$ cat src/include/i2cbm_pkg.sv
// constants and types for the byte-oriented i2c master port
// assumes a 250 mhz system clock and a classic wishbone register bus
package i2cbm_pkg;
  // -----------------------------------------------------------------
  // register indices, byte address is four times the index
  // -----------------------------------------------------------------
  localparam logic [15:0] IDX_CONTROL_STATUS = 16'hFFF0; // control/status
  localparam logic [15:0] IDX_TX_DATA_OUT    = 16'hFFF1; // write launches
  localparam logic [15:0] IDX_RX_DATA_IN     = 16'hFFF2; // received byte
  localparam logic [15:0] IDX_TARGET_ADDRESS = 16'hFFF3; // address + dir

  // -----------------------------------------------------------------
  // control/status field positions
  // -----------------------------------------------------------------
  localparam int B_STOP_AFTER_WRITE = 0; // stop after sent byte
  localparam int B_STOP_AFTER_READ  = 1; // stop after received byte
  localparam int B_TX_IRQ_EN        = 2; // tx empty interrupt enable
  localparam int B_TX_EMPTY         = 3; // transmitter empty flag
  localparam int B_FAST_MODE        = 4; // 1 selects 400 khz
  localparam int B_BUS_ERROR        = 5; // target did not respond
  localparam int B_RX_IRQ_EN        = 6; // rx full interrupt enable
  localparam int B_RX_FULL          = 7; // receiver full flag
  localparam int B_DIRECTION        = 0; // in target_address, 1 = read

  // -----------------------------------------------------------------
  // reset values
  // -----------------------------------------------------------------
  localparam logic [7:0] RST_CONTROL_STATUS = 8'h08; // only tx empty set
  localparam logic [7:0] RST_TARGET_ADDRESS = 8'h00;
  localparam logic [7:0] RST_TX_DATA_OUT    = 8'h00;
  localparam logic [7:0] RST_RX_DATA_IN     = 8'h00;

  // -----------------------------------------------------------------
  // timing: one bit slot is four quarter periods
  // -----------------------------------------------------------------
  localparam int CLK_KHZ      = 250000; // system clock rate
  localparam int SCL_STD_KHZ  = 100;    // standard bus speed
  localparam int SCL_FAST_KHZ = 400;    // fast bus speed
  localparam logic [9:0] QTR_STD  =
    10'((CLK_KHZ + 4 * SCL_STD_KHZ - 1) / (4 * SCL_STD_KHZ) - 1);
  localparam logic [9:0] QTR_FAST =
    10'((CLK_KHZ + 4 * SCL_FAST_KHZ - 1) / (4 * SCL_FAST_KHZ) - 1);
  localparam logic [3:0] ACK_SLOT = 4'h8; // ninth slot of a byte

  typedef enum logic [2:0] {
    ST_IDLE, ST_START, ST_BIT, ST_HOLD, ST_STOP
  } i2cbm_state_e;
endpackage : i2cbm_pkg

$ cat src/design/i2cbm_top.sv
// i2c byte master port with four byte registers on classic wishbone
// assumes open-drain pins resolved outside; oe high pulls the wire low
// Functional notes
// - data-out write starts a bus transfer
// - data-out write clears transmitter empty flag
// - byte sent sets empty flag, may interrupt
// - first transfer: start, then address byte
// - data-out byte follows the address byte
// - address bits 7..1, direction bit 0, zero reset
// - direction zero means write to target
// - stop-after-write clear: no stop, bus held
// - stop-after-read clear: no stop after receive
// - held bus: next byte continues, no start
// - no response sets error, write one clears
// - bit 4 selects bus speed, 400 khz
// - received byte loaded sets receiver full
// - reading data-in clears receiver full
// - stop-after-write set: stop after sent byte
// - stop-after-read set: stop after received byte
// - direction one means read from target
`timescale 1ns/1ps
module i2cbm_top
  import i2cbm_pkg::*;
(
  input  wire logic        i_mclk,     // system clock
  input  wire logic        i_srst,     // sync reset, active high
  input  wire logic        i_wb_cyc,   // wishbone cycle
  input  wire logic        i_wb_stb,   // wishbone strobe
  input  wire logic        i_wb_we,    // wishbone write enable
  input  wire logic [31:0] i_wb_adr,   // wishbone byte address
  input  wire logic [3:0]  i_wb_sel,   // wishbone byte selects
  input  wire logic [31:0] i_wb_dat,   // wishbone write data
  output logic      [31:0] o_wb_dat,   // wishbone read data
  output logic             o_wb_ack,   // wishbone acknowledge
  output logic             o_irq,      // interrupt request, high
  input  wire logic        i_scl,      // scl wire level
  output logic             o_scl,      // scl drive value, always low
  output logic             o_scl_oe,   // scl pulled low when high
  input  wire logic        i_sda,      // sda wire level
  output logic             o_sda,      // sda drive value, always low
  output logic             o_sda_oe    // sda pulled low when high
);
  // -----------------------------------------------------------------
  // state
  // -----------------------------------------------------------------
  i2cbm_state_e st_reg,    st_next;    // transfer sequencer
  logic [9:0]   qcnt_reg,  qcnt_next;  // quarter period counter
  logic [1:0]   ph_reg,    ph_next;    // quarter within a slot
  logic [3:0]   bit_reg,   bit_next;   // slot within a byte
  logic [7:0]   sh_reg,    sh_next;    // transmit shifter
  logic [7:0]   rsh_reg,   rsh_next;   // receive shifter
  logic         isadr_reg, isadr_next; // address byte on the wire
  logic         rdb_reg,   rdb_next;   // current byte is received
  logic         nack_reg,  nack_next;  // sampled acknowledge slot
  logic         go_reg,    go_next;    // launch pending
  logic [7:0]   cs_reg,    cs_next;    // control/status
  logic [7:0]   adr_reg,   adr_next;   // target address
  logic [7:0]   dout_reg,  dout_next;  // data out
  logic [7:0]   din_reg,   din_next;   // data in
  logic         ack_reg,   ack_next;   // bus acknowledge
  logic [31:0]  rdat_reg,  rdat_next;  // bus read data
  logic         irq_reg,   irq_next;   // interrupt line
  logic         scl_reg,   scl_next;   // scl pull-down
  logic         sda_reg,   sda_next;   // sda pull-down
  logic         low_reg;               // constant low drive value
  logic         sda_s1_reg, sda_s2_reg; // sda synchroniser
  logic         scl_s1_reg, scl_s2_reg; // scl synchroniser
  logic         tick, adv, byte_done;  // timing strobes
  logic         acc, take;             // bus request, bus commit

  function automatic logic hit(input logic [31:0] a,
                               input logic [15:0] idx);
    hit = (a == {14'h0000, idx, 2'b00});
  endfunction : hit

  // -----------------------------------------------------------------
  // next-state logic
  // -----------------------------------------------------------------
  // bus side first, sequencer second, so hardware sets win clears
  always_comb begin
    st_next = st_reg;     qcnt_next = qcnt_reg;  ph_next = ph_reg;
    bit_next = bit_reg;   sh_next = sh_reg;      rsh_next = rsh_reg;
    isadr_next = isadr_reg;  rdb_next = rdb_reg; nack_next = nack_reg;
    go_next = go_reg;     cs_next = cs_reg;      adr_next = adr_reg;
    dout_next = dout_reg; din_next = din_reg;
    scl_next = scl_reg;   sda_next = sda_reg;
    // quarter timing, speed picked per reload
    tick = (qcnt_reg == 10'h000);
    if (tick || st_reg == ST_IDLE || st_reg == ST_HOLD) begin
      qcnt_next = cs_reg[B_FAST_MODE] ? QTR_FAST : QTR_STD;
    end else begin
      qcnt_next = qcnt_reg - 10'h001;
    end
    // sampling waits until released scl reads high; a target
    // stretching scl holds the slot here instead of losing a bit
    adv = tick && !(st_reg == ST_BIT && ph_reg == 2'd2 && !scl_s2_reg);
    byte_done = (st_reg == ST_BIT) && (bit_reg == ACK_SLOT) &&
                (ph_reg == 2'd3) && adv;
    // single wait state slave: ack one cycle after the request
    acc = i_wb_cyc && i_wb_stb;
    ack_next = acc && !ack_reg;
    take = acc && ack_reg;
    rdat_next = 32'h0000_0000;
    if (ack_next && !i_wb_we) begin
      if (hit(i_wb_adr, IDX_CONTROL_STATUS)) begin
        rdat_next = {24'h000000, cs_reg};
      end else if (hit(i_wb_adr, IDX_RX_DATA_IN)) begin
        rdat_next = {24'h000000, din_reg};
      end else if (hit(i_wb_adr, IDX_TARGET_ADDRESS)) begin
        rdat_next = {24'h000000, adr_reg};
      end
    end
    // write effects at the edge that sees ack high
    if (take && i_wb_we && i_wb_sel[0]) begin
      if (hit(i_wb_adr, IDX_CONTROL_STATUS)) begin
        cs_next[B_STOP_AFTER_WRITE] = i_wb_dat[B_STOP_AFTER_WRITE];
        cs_next[B_STOP_AFTER_READ]  = i_wb_dat[B_STOP_AFTER_READ];
        cs_next[B_TX_IRQ_EN]        = i_wb_dat[B_TX_IRQ_EN];
        cs_next[B_FAST_MODE]        = i_wb_dat[B_FAST_MODE];
        cs_next[B_RX_IRQ_EN]        = i_wb_dat[B_RX_IRQ_EN];
        if (i_wb_dat[B_BUS_ERROR]) begin
          cs_next[B_BUS_ERROR] = 1'b0;
        end
      end else if (hit(i_wb_adr, IDX_TX_DATA_OUT)) begin
        dout_next = i_wb_dat[7:0];
        cs_next[B_TX_EMPTY] = 1'b0;
        go_next = 1'b1;
      end else if (hit(i_wb_adr, IDX_TARGET_ADDRESS)) begin
        adr_next = i_wb_dat[7:0];
      end
    end
    if (take && !i_wb_we && hit(i_wb_adr, IDX_RX_DATA_IN)) begin
      cs_next[B_RX_FULL] = 1'b0;
    end
    // sequencer
    case (st_reg)
      ST_IDLE: begin
        if (go_reg) begin
          go_next = 1'b0;
          st_next = ST_START;
          ph_next = 2'd0;
          sh_next = adr_reg;
          isadr_next = 1'b1;
          rdb_next = 1'b0;
        end
      end
      ST_START: begin
        if (adv) begin
          ph_next = ph_reg + 2'd1;
          if (ph_reg == 2'd0) begin
            sda_next = 1'b1;        // sda falls while scl is high
          end else begin
            scl_next = 1'b1;
            st_next = ST_BIT;
            ph_next = 2'd0;
            bit_next = 4'h0;
          end
        end
      end
      ST_BIT: begin
        if (adv) begin
          ph_next = ph_reg + 2'd1;
          case (ph_reg)
            2'd0: begin
              if (bit_reg != ACK_SLOT) begin
                sda_next = !rdb_reg && !sh_reg[7];
              end else begin
                // receiver acks unless this byte ends the read
                sda_next = rdb_reg && !cs_reg[B_STOP_AFTER_READ];
              end
            end
            2'd1: begin
              scl_next = 1'b0;
            end
            2'd2: begin
              if (bit_reg != ACK_SLOT) begin
                rsh_next = {rsh_reg[6:0], sda_s2_reg};
              end else begin
                nack_next = sda_s2_reg;
              end
            end
            default: begin
              scl_next = 1'b1;
              if (bit_reg != ACK_SLOT) begin
                bit_next = bit_reg + 4'h1;
                sh_next = {sh_reg[6:0], 1'b0};
              end else if (isadr_reg && nack_reg) begin
                cs_next[B_BUS_ERROR] = 1'b1;
                cs_next[B_TX_EMPTY] = 1'b1;
                st_next = ST_STOP;
              end else if (isadr_reg) begin
                isadr_next = 1'b0;
                bit_next = 4'h0;
                if (adr_reg[B_DIRECTION]) begin
                  rdb_next = 1'b1;
                  cs_next[B_TX_EMPTY] = 1'b1;  // dummy byte consumed
                end else begin
                  sh_next = dout_reg;
                end
              end else if (rdb_reg) begin
                din_next = rsh_reg;
                cs_next[B_RX_FULL] = 1'b1;
                cs_next[B_TX_EMPTY] = 1'b1;
                if (cs_reg[B_STOP_AFTER_READ]) begin
                  st_next = ST_STOP;
                end else begin
                  st_next = ST_HOLD;
                end
              end else begin
                cs_next[B_TX_EMPTY] = 1'b1;
                if (nack_reg) begin
                  cs_next[B_BUS_ERROR] = 1'b1;
                  st_next = ST_STOP;
                end else if (cs_reg[B_STOP_AFTER_WRITE]) begin
                  st_next = ST_STOP;
                end else begin
                  st_next = ST_HOLD;
                end
              end
            end
          endcase
        end
      end
      ST_HOLD: begin
        // scl stays low; the next launch skips start and address
        if (go_reg) begin
          go_next = 1'b0;
          st_next = ST_BIT;
          ph_next = 2'd0;
          bit_next = 4'h0;
          rdb_next = adr_reg[B_DIRECTION];
          sh_next = dout_reg;
        end
      end
      default: begin
        // stop: sda low, scl up, then sda up while scl high
        if (adv) begin
          ph_next = ph_reg + 2'd1;
          case (ph_reg)
            2'd0:    sda_next = 1'b1;
            2'd1:    scl_next = 1'b0;
            2'd2:    sda_next = 1'b0;
            default: st_next = ST_IDLE;
          endcase
        end
      end
    endcase
    irq_next = (cs_next[B_TX_EMPTY] && cs_next[B_TX_IRQ_EN]) ||
               (cs_next[B_RX_FULL] && cs_next[B_RX_IRQ_EN]);
  end

  // -----------------------------------------------------------------
  // registers
  // -----------------------------------------------------------------
  always_ff @(posedge i_mclk) begin
    if (i_srst) begin
      st_reg <= ST_IDLE;       qcnt_reg <= QTR_STD;   ph_reg <= 2'd0;
      bit_reg <= 4'h0;         sh_reg <= 8'h00;       rsh_reg <= 8'h00;
      isadr_reg <= 1'b0;       rdb_reg <= 1'b0;       nack_reg <= 1'b0;
      go_reg <= 1'b0;
      cs_reg <= RST_CONTROL_STATUS;
      adr_reg <= RST_TARGET_ADDRESS;
      dout_reg <= RST_TX_DATA_OUT;
      din_reg <= RST_RX_DATA_IN;
      ack_reg <= 1'b0;         rdat_reg <= 32'h0000_0000;
      irq_reg <= 1'b0;         scl_reg <= 1'b0;       sda_reg <= 1'b0;
      low_reg <= 1'b0;
      sda_s1_reg <= 1'b1;      sda_s2_reg <= 1'b1;
      scl_s1_reg <= 1'b1;      scl_s2_reg <= 1'b1;
    end else begin
      st_reg <= st_next;       qcnt_reg <= qcnt_next; ph_reg <= ph_next;
      bit_reg <= bit_next;     sh_reg <= sh_next;     rsh_reg <= rsh_next;
      isadr_reg <= isadr_next; rdb_reg <= rdb_next;   nack_reg <= nack_next;
      go_reg <= go_next;       cs_reg <= cs_next;     adr_reg <= adr_next;
      dout_reg <= dout_next;   din_reg <= din_next;
      ack_reg <= ack_next;     rdat_reg <= rdat_next;
      irq_reg <= irq_next;     scl_reg <= scl_next;   sda_reg <= sda_next;
      low_reg <= 1'b0;
      sda_s1_reg <= i_sda;     sda_s2_reg <= sda_s1_reg;
      scl_s1_reg <= i_scl;     scl_s2_reg <= scl_s1_reg;
    end
  end

  assign o_wb_dat = rdat_reg;
  assign o_wb_ack = ack_reg;
  assign o_irq    = irq_reg;
  assign o_scl    = low_reg;
  assign o_sda    = low_reg;
  assign o_scl_oe = scl_reg;
  assign o_sda_oe = sda_reg;

  logic wr_dout;
  assign wr_dout = take && i_wb_we && i_wb_sel[0] &&
                   hit(i_wb_adr, IDX_TX_DATA_OUT);
endmodule : i2cbm_top

$ cat config.mk
export PLATFORM = sky130hd
export DESIGN_NAME = i2cbm_top
export DESIGN_NICKNAME = d
export VERILOG_FILES = /design/src/include/i2cbm_pkg.sv /design/src/design/i2cbm_top.sv
export SDC_FILE = /design/constraint.sdc
export NUM_CORES = 1
export LEC_CHECK = 0
export ABC_AREA = 1
export BUFFER_PORTS_ARGS = -buffer_cell sky130_fd_sc_hd__buf_4
export CAP_MARGIN = 5
export CORE_ASPECT_RATIO = 1.4
export CORE_UTILIZATION = 58
export CTS_CLUSTER_DIAMETER = 60
export CTS_CLUSTER_SIZE = 12
export DETAILED_ROUTE_END_ITERATION = 10
export PLACE_DENSITY_LB_ADDON = 0.12
export SETUP_SLACK_MARGIN = 0.4
export SYNTH_ARGS = -nofsm -noshare
export SYNTH_HDL_FRONTEND = slang
export SYNTH_SLANG_ARGS = --single-unit
$ cat constraint.sdc
create_clock -name i_mclk -period 5.2 [get_ports i_mclk]
set_clock_uncertainty 0.2 [all_clocks]
set_input_delay 0.52 -clock i_mclk [delete_from_list [all_inputs] [get_ports i_mclk]]
set_output_delay 0.52 -clock i_mclk [all_outputs]
set_load 0.02 [all_outputs]
==> results_dict.tcl <==
set metrics [dict create \
    status "completed" \
    clkTransAtPathRegs_ns 0.08 \
    die_x_um 78.7 \
    clkSinkCount 87 \
    ys_types 38 \
    drt-total-wl_um 11200 \
    cap_violations 0 \
    cp-start-kind "primary input" \
    maxSlewViolCount 0 \
    start_util_pct 60.6 \
    cts_buffer_depth 2 \
    slew_headroom_pct 33.2 \
    drtIter0Drc 261 \
    place_congestion 0.885 \
    fmaxAchievable_mhz 402 \
    critical_path_required_ns 5.27 \
    crit_type "in -> reg" \
    synth-edff-count 0 \
    endpoint_kind "register" \
    fin_crit_sh_pct 47.8 \
    clock_latency_ns 0.38 \
    grt_pass1_vias 4303 \
    h-tree-depth 3 \
    grt_pass1_wl_um 18400 \
    powerDensity_nw_per_um2 233 \
    hold_viol_final 0 \
    async_flop_share_pct 0 \
    die-area_sq_um 8620 \
    area_growth_pct 12.0 \
    fin_tns_setup_ns 0 \
    tightest_slew_ns 0.993 \
    cts_buffers 9 \
    nNetsFinal 867 \
    die-height_um 109 \
    vias 4637 \
    ctsHoldBuffers 0 \
    drc_errors 0 \
    routed.top_layer "met4" \
    layout-drive-gt1-share_pct 13.0 \
    syn_area_sq_um 4780 \
    synth_commonest_cells "nand2_1, nor2_1, dfxtp_1" \
    wl_met3_um 575 \
    detail-route-antenna-nets 0 \
    worst_hold_path_type "in -> reg" \
    rsz0062_at_grt "false" \
    grt_remaining_overflow 0 \
    n_antenna_cell 0 \
    dr_wl_met2_um 5590 \
    seq_area_frac_synth_pct 36.4 \
    synth_area_leaders "dfxtp_1, nand2_1, nor2_1, inv_1, nand3_1" \
    ioPinCount 113 \
    period_needed_ns 2.49 \
    post_cts_buffers 0 \
    portBuffers 59 \
    multi_input_area_sq_um 2510 \
    grt_usage_pct 27.4 \
    nFillCells 747 \
    antenna_found_initial 0 \
    cp.arrival_ns 2.56 \
    vias_per_cell 5.23 \
    dr.pass1.iters 5 \
    ff_latch_area_sq_um 1740 \
    root_buffer "clkbuf_8" \
    coreArea_sq_um 7890 \
    yosysWarnings 0 \
    cp_max_fo 16 \
    final_core_util_pct 67.9 \
    met1_length_um 4670 \
    dp_hpwl_um 8420 \
    ys_ff_latch 87 \
    ys.flop_type "dfxtp_1" \
    grt_max_degree 41 \
    largest_reg_flops 10 \
    cts_tree "yes" \
    setup_violations 0 \
    yosys.area.top_type "dfxtp_1" \
    netlist_instances 731 \
    postSynthAreaPerCell_sq_um 6.54 \
    vdd_drop_max_uv 268 \
    hold_slack_ns 0.127 \
    yosysTopAreaCellShare_pct 36.4 \
    p_leak_nw 2.53 \
    cts_resized 0 \
    yosysMostFrequentCell "nand2_1" \
    rows 38 \
    post_drt_wl_per_cell_um 12.7 \
]
==> worst paths after layout <==
kind,start,end,slack (ns),cells after the start
min,i_sda,sda_s1_reg,0.13,2
max reg2reg,o_wb_ack,dout_reg[0],2.77,7
min reg2reg,scl_s1_reg,scl_s2_reg,0.21,1
max,i_wb_adr[21],o_wb_dat[0],2.71,11
==> placed cells by master (no fill, tap or decap), types with 2 or more instances in the layout <==
master,Yosys,routed
xor2_1,3,3
o21bai_1,7,7
and2_1,2,2
ha_1,8,8
nor2_1,145,145
o21ai_0,51,51
or2_2,5,5
a21oi_2,2,2
inv_1,82,82
nand3_1,52,52
nor3_4,2,2
nand4_1,18,18
inv_2,6,6
a21oi_1,27,27
o211ai_1,3,3
nor3_1,5,5
xnor2_1,2,2
dfxtp_1,87,87
nor2_2,5,5
buf_4,28,60
clkbuf_8,0,9
o21ai_1,5,5
conb_1,1,26
nand2_1,154,154
nand2_2,5,5
bufinv_16,0,2
==> per-layer routing <==
layer,global-route usage (%),vias up
li1,-,2366
met1,28.8,2089
met2,49.3,148
met3,5.89,34
met4,16.9,0
met5,0,-
==> final cells by class <==
type / count / share of cell area (%)
Clock buffer: 10 / 2.38
Clock inverter: 4 / 1.35
Inverter: 88 / 6.17
Multi-Input combinational cell: 538 / 46.8
Sequential cell: 87 / 32.5
Tap cell: 100 / 2.34
Timing Repair Buffer: 60 / 8.41
==> logic make-up after synthesis <==
family	Yosys count	share of synthesized area [%]
XOR/XNOR	5	0.916
flip-flops	87	36.4
adder cells (fa/ha/maj)	8	2.09
AO/OA/AOI/OAI	99	11.3
AND/OR/NAND/NOR	400	36.2
other	1	0.0784
buffers and inverters	131	13.1
==> where the power goes <==
group	leakage [nW]	switching, mW	internal (mW)	total, mW
combinational	1.73	0.0497	0.0322	0.0819
clock	0.0982	0.236	0.265	0.500
sequential	0.702	0.000674	0.667	0.668
==> critical path, cell delays in order <==
cell and delay, ns:
buf_4 0.11, inv_1 0.07, nand2_1 0.05, nor2_1 0.15, nand2_1 0.07, nor2_1 0.62, nand2_1 0.46, o21ai_0 0.31
inv_1 0.07, nand2_1 0.09, inv_1 0.04
==> stage by stage <==
step	cell area [sq um]	setup WS, ns	total power, mW	cells
final	5360	2.71	1.25	887
after global routing	5360	2.52	1.30	887
after CTS	5360	2.74	1.26	887
after detailed placement	5160	2.34	0.764	873
after global placement	5160	2.41	0.763	873
after floorplan	4880	3.34	0.741	756
Note: power is estimated with default switching activity, not from simulation.
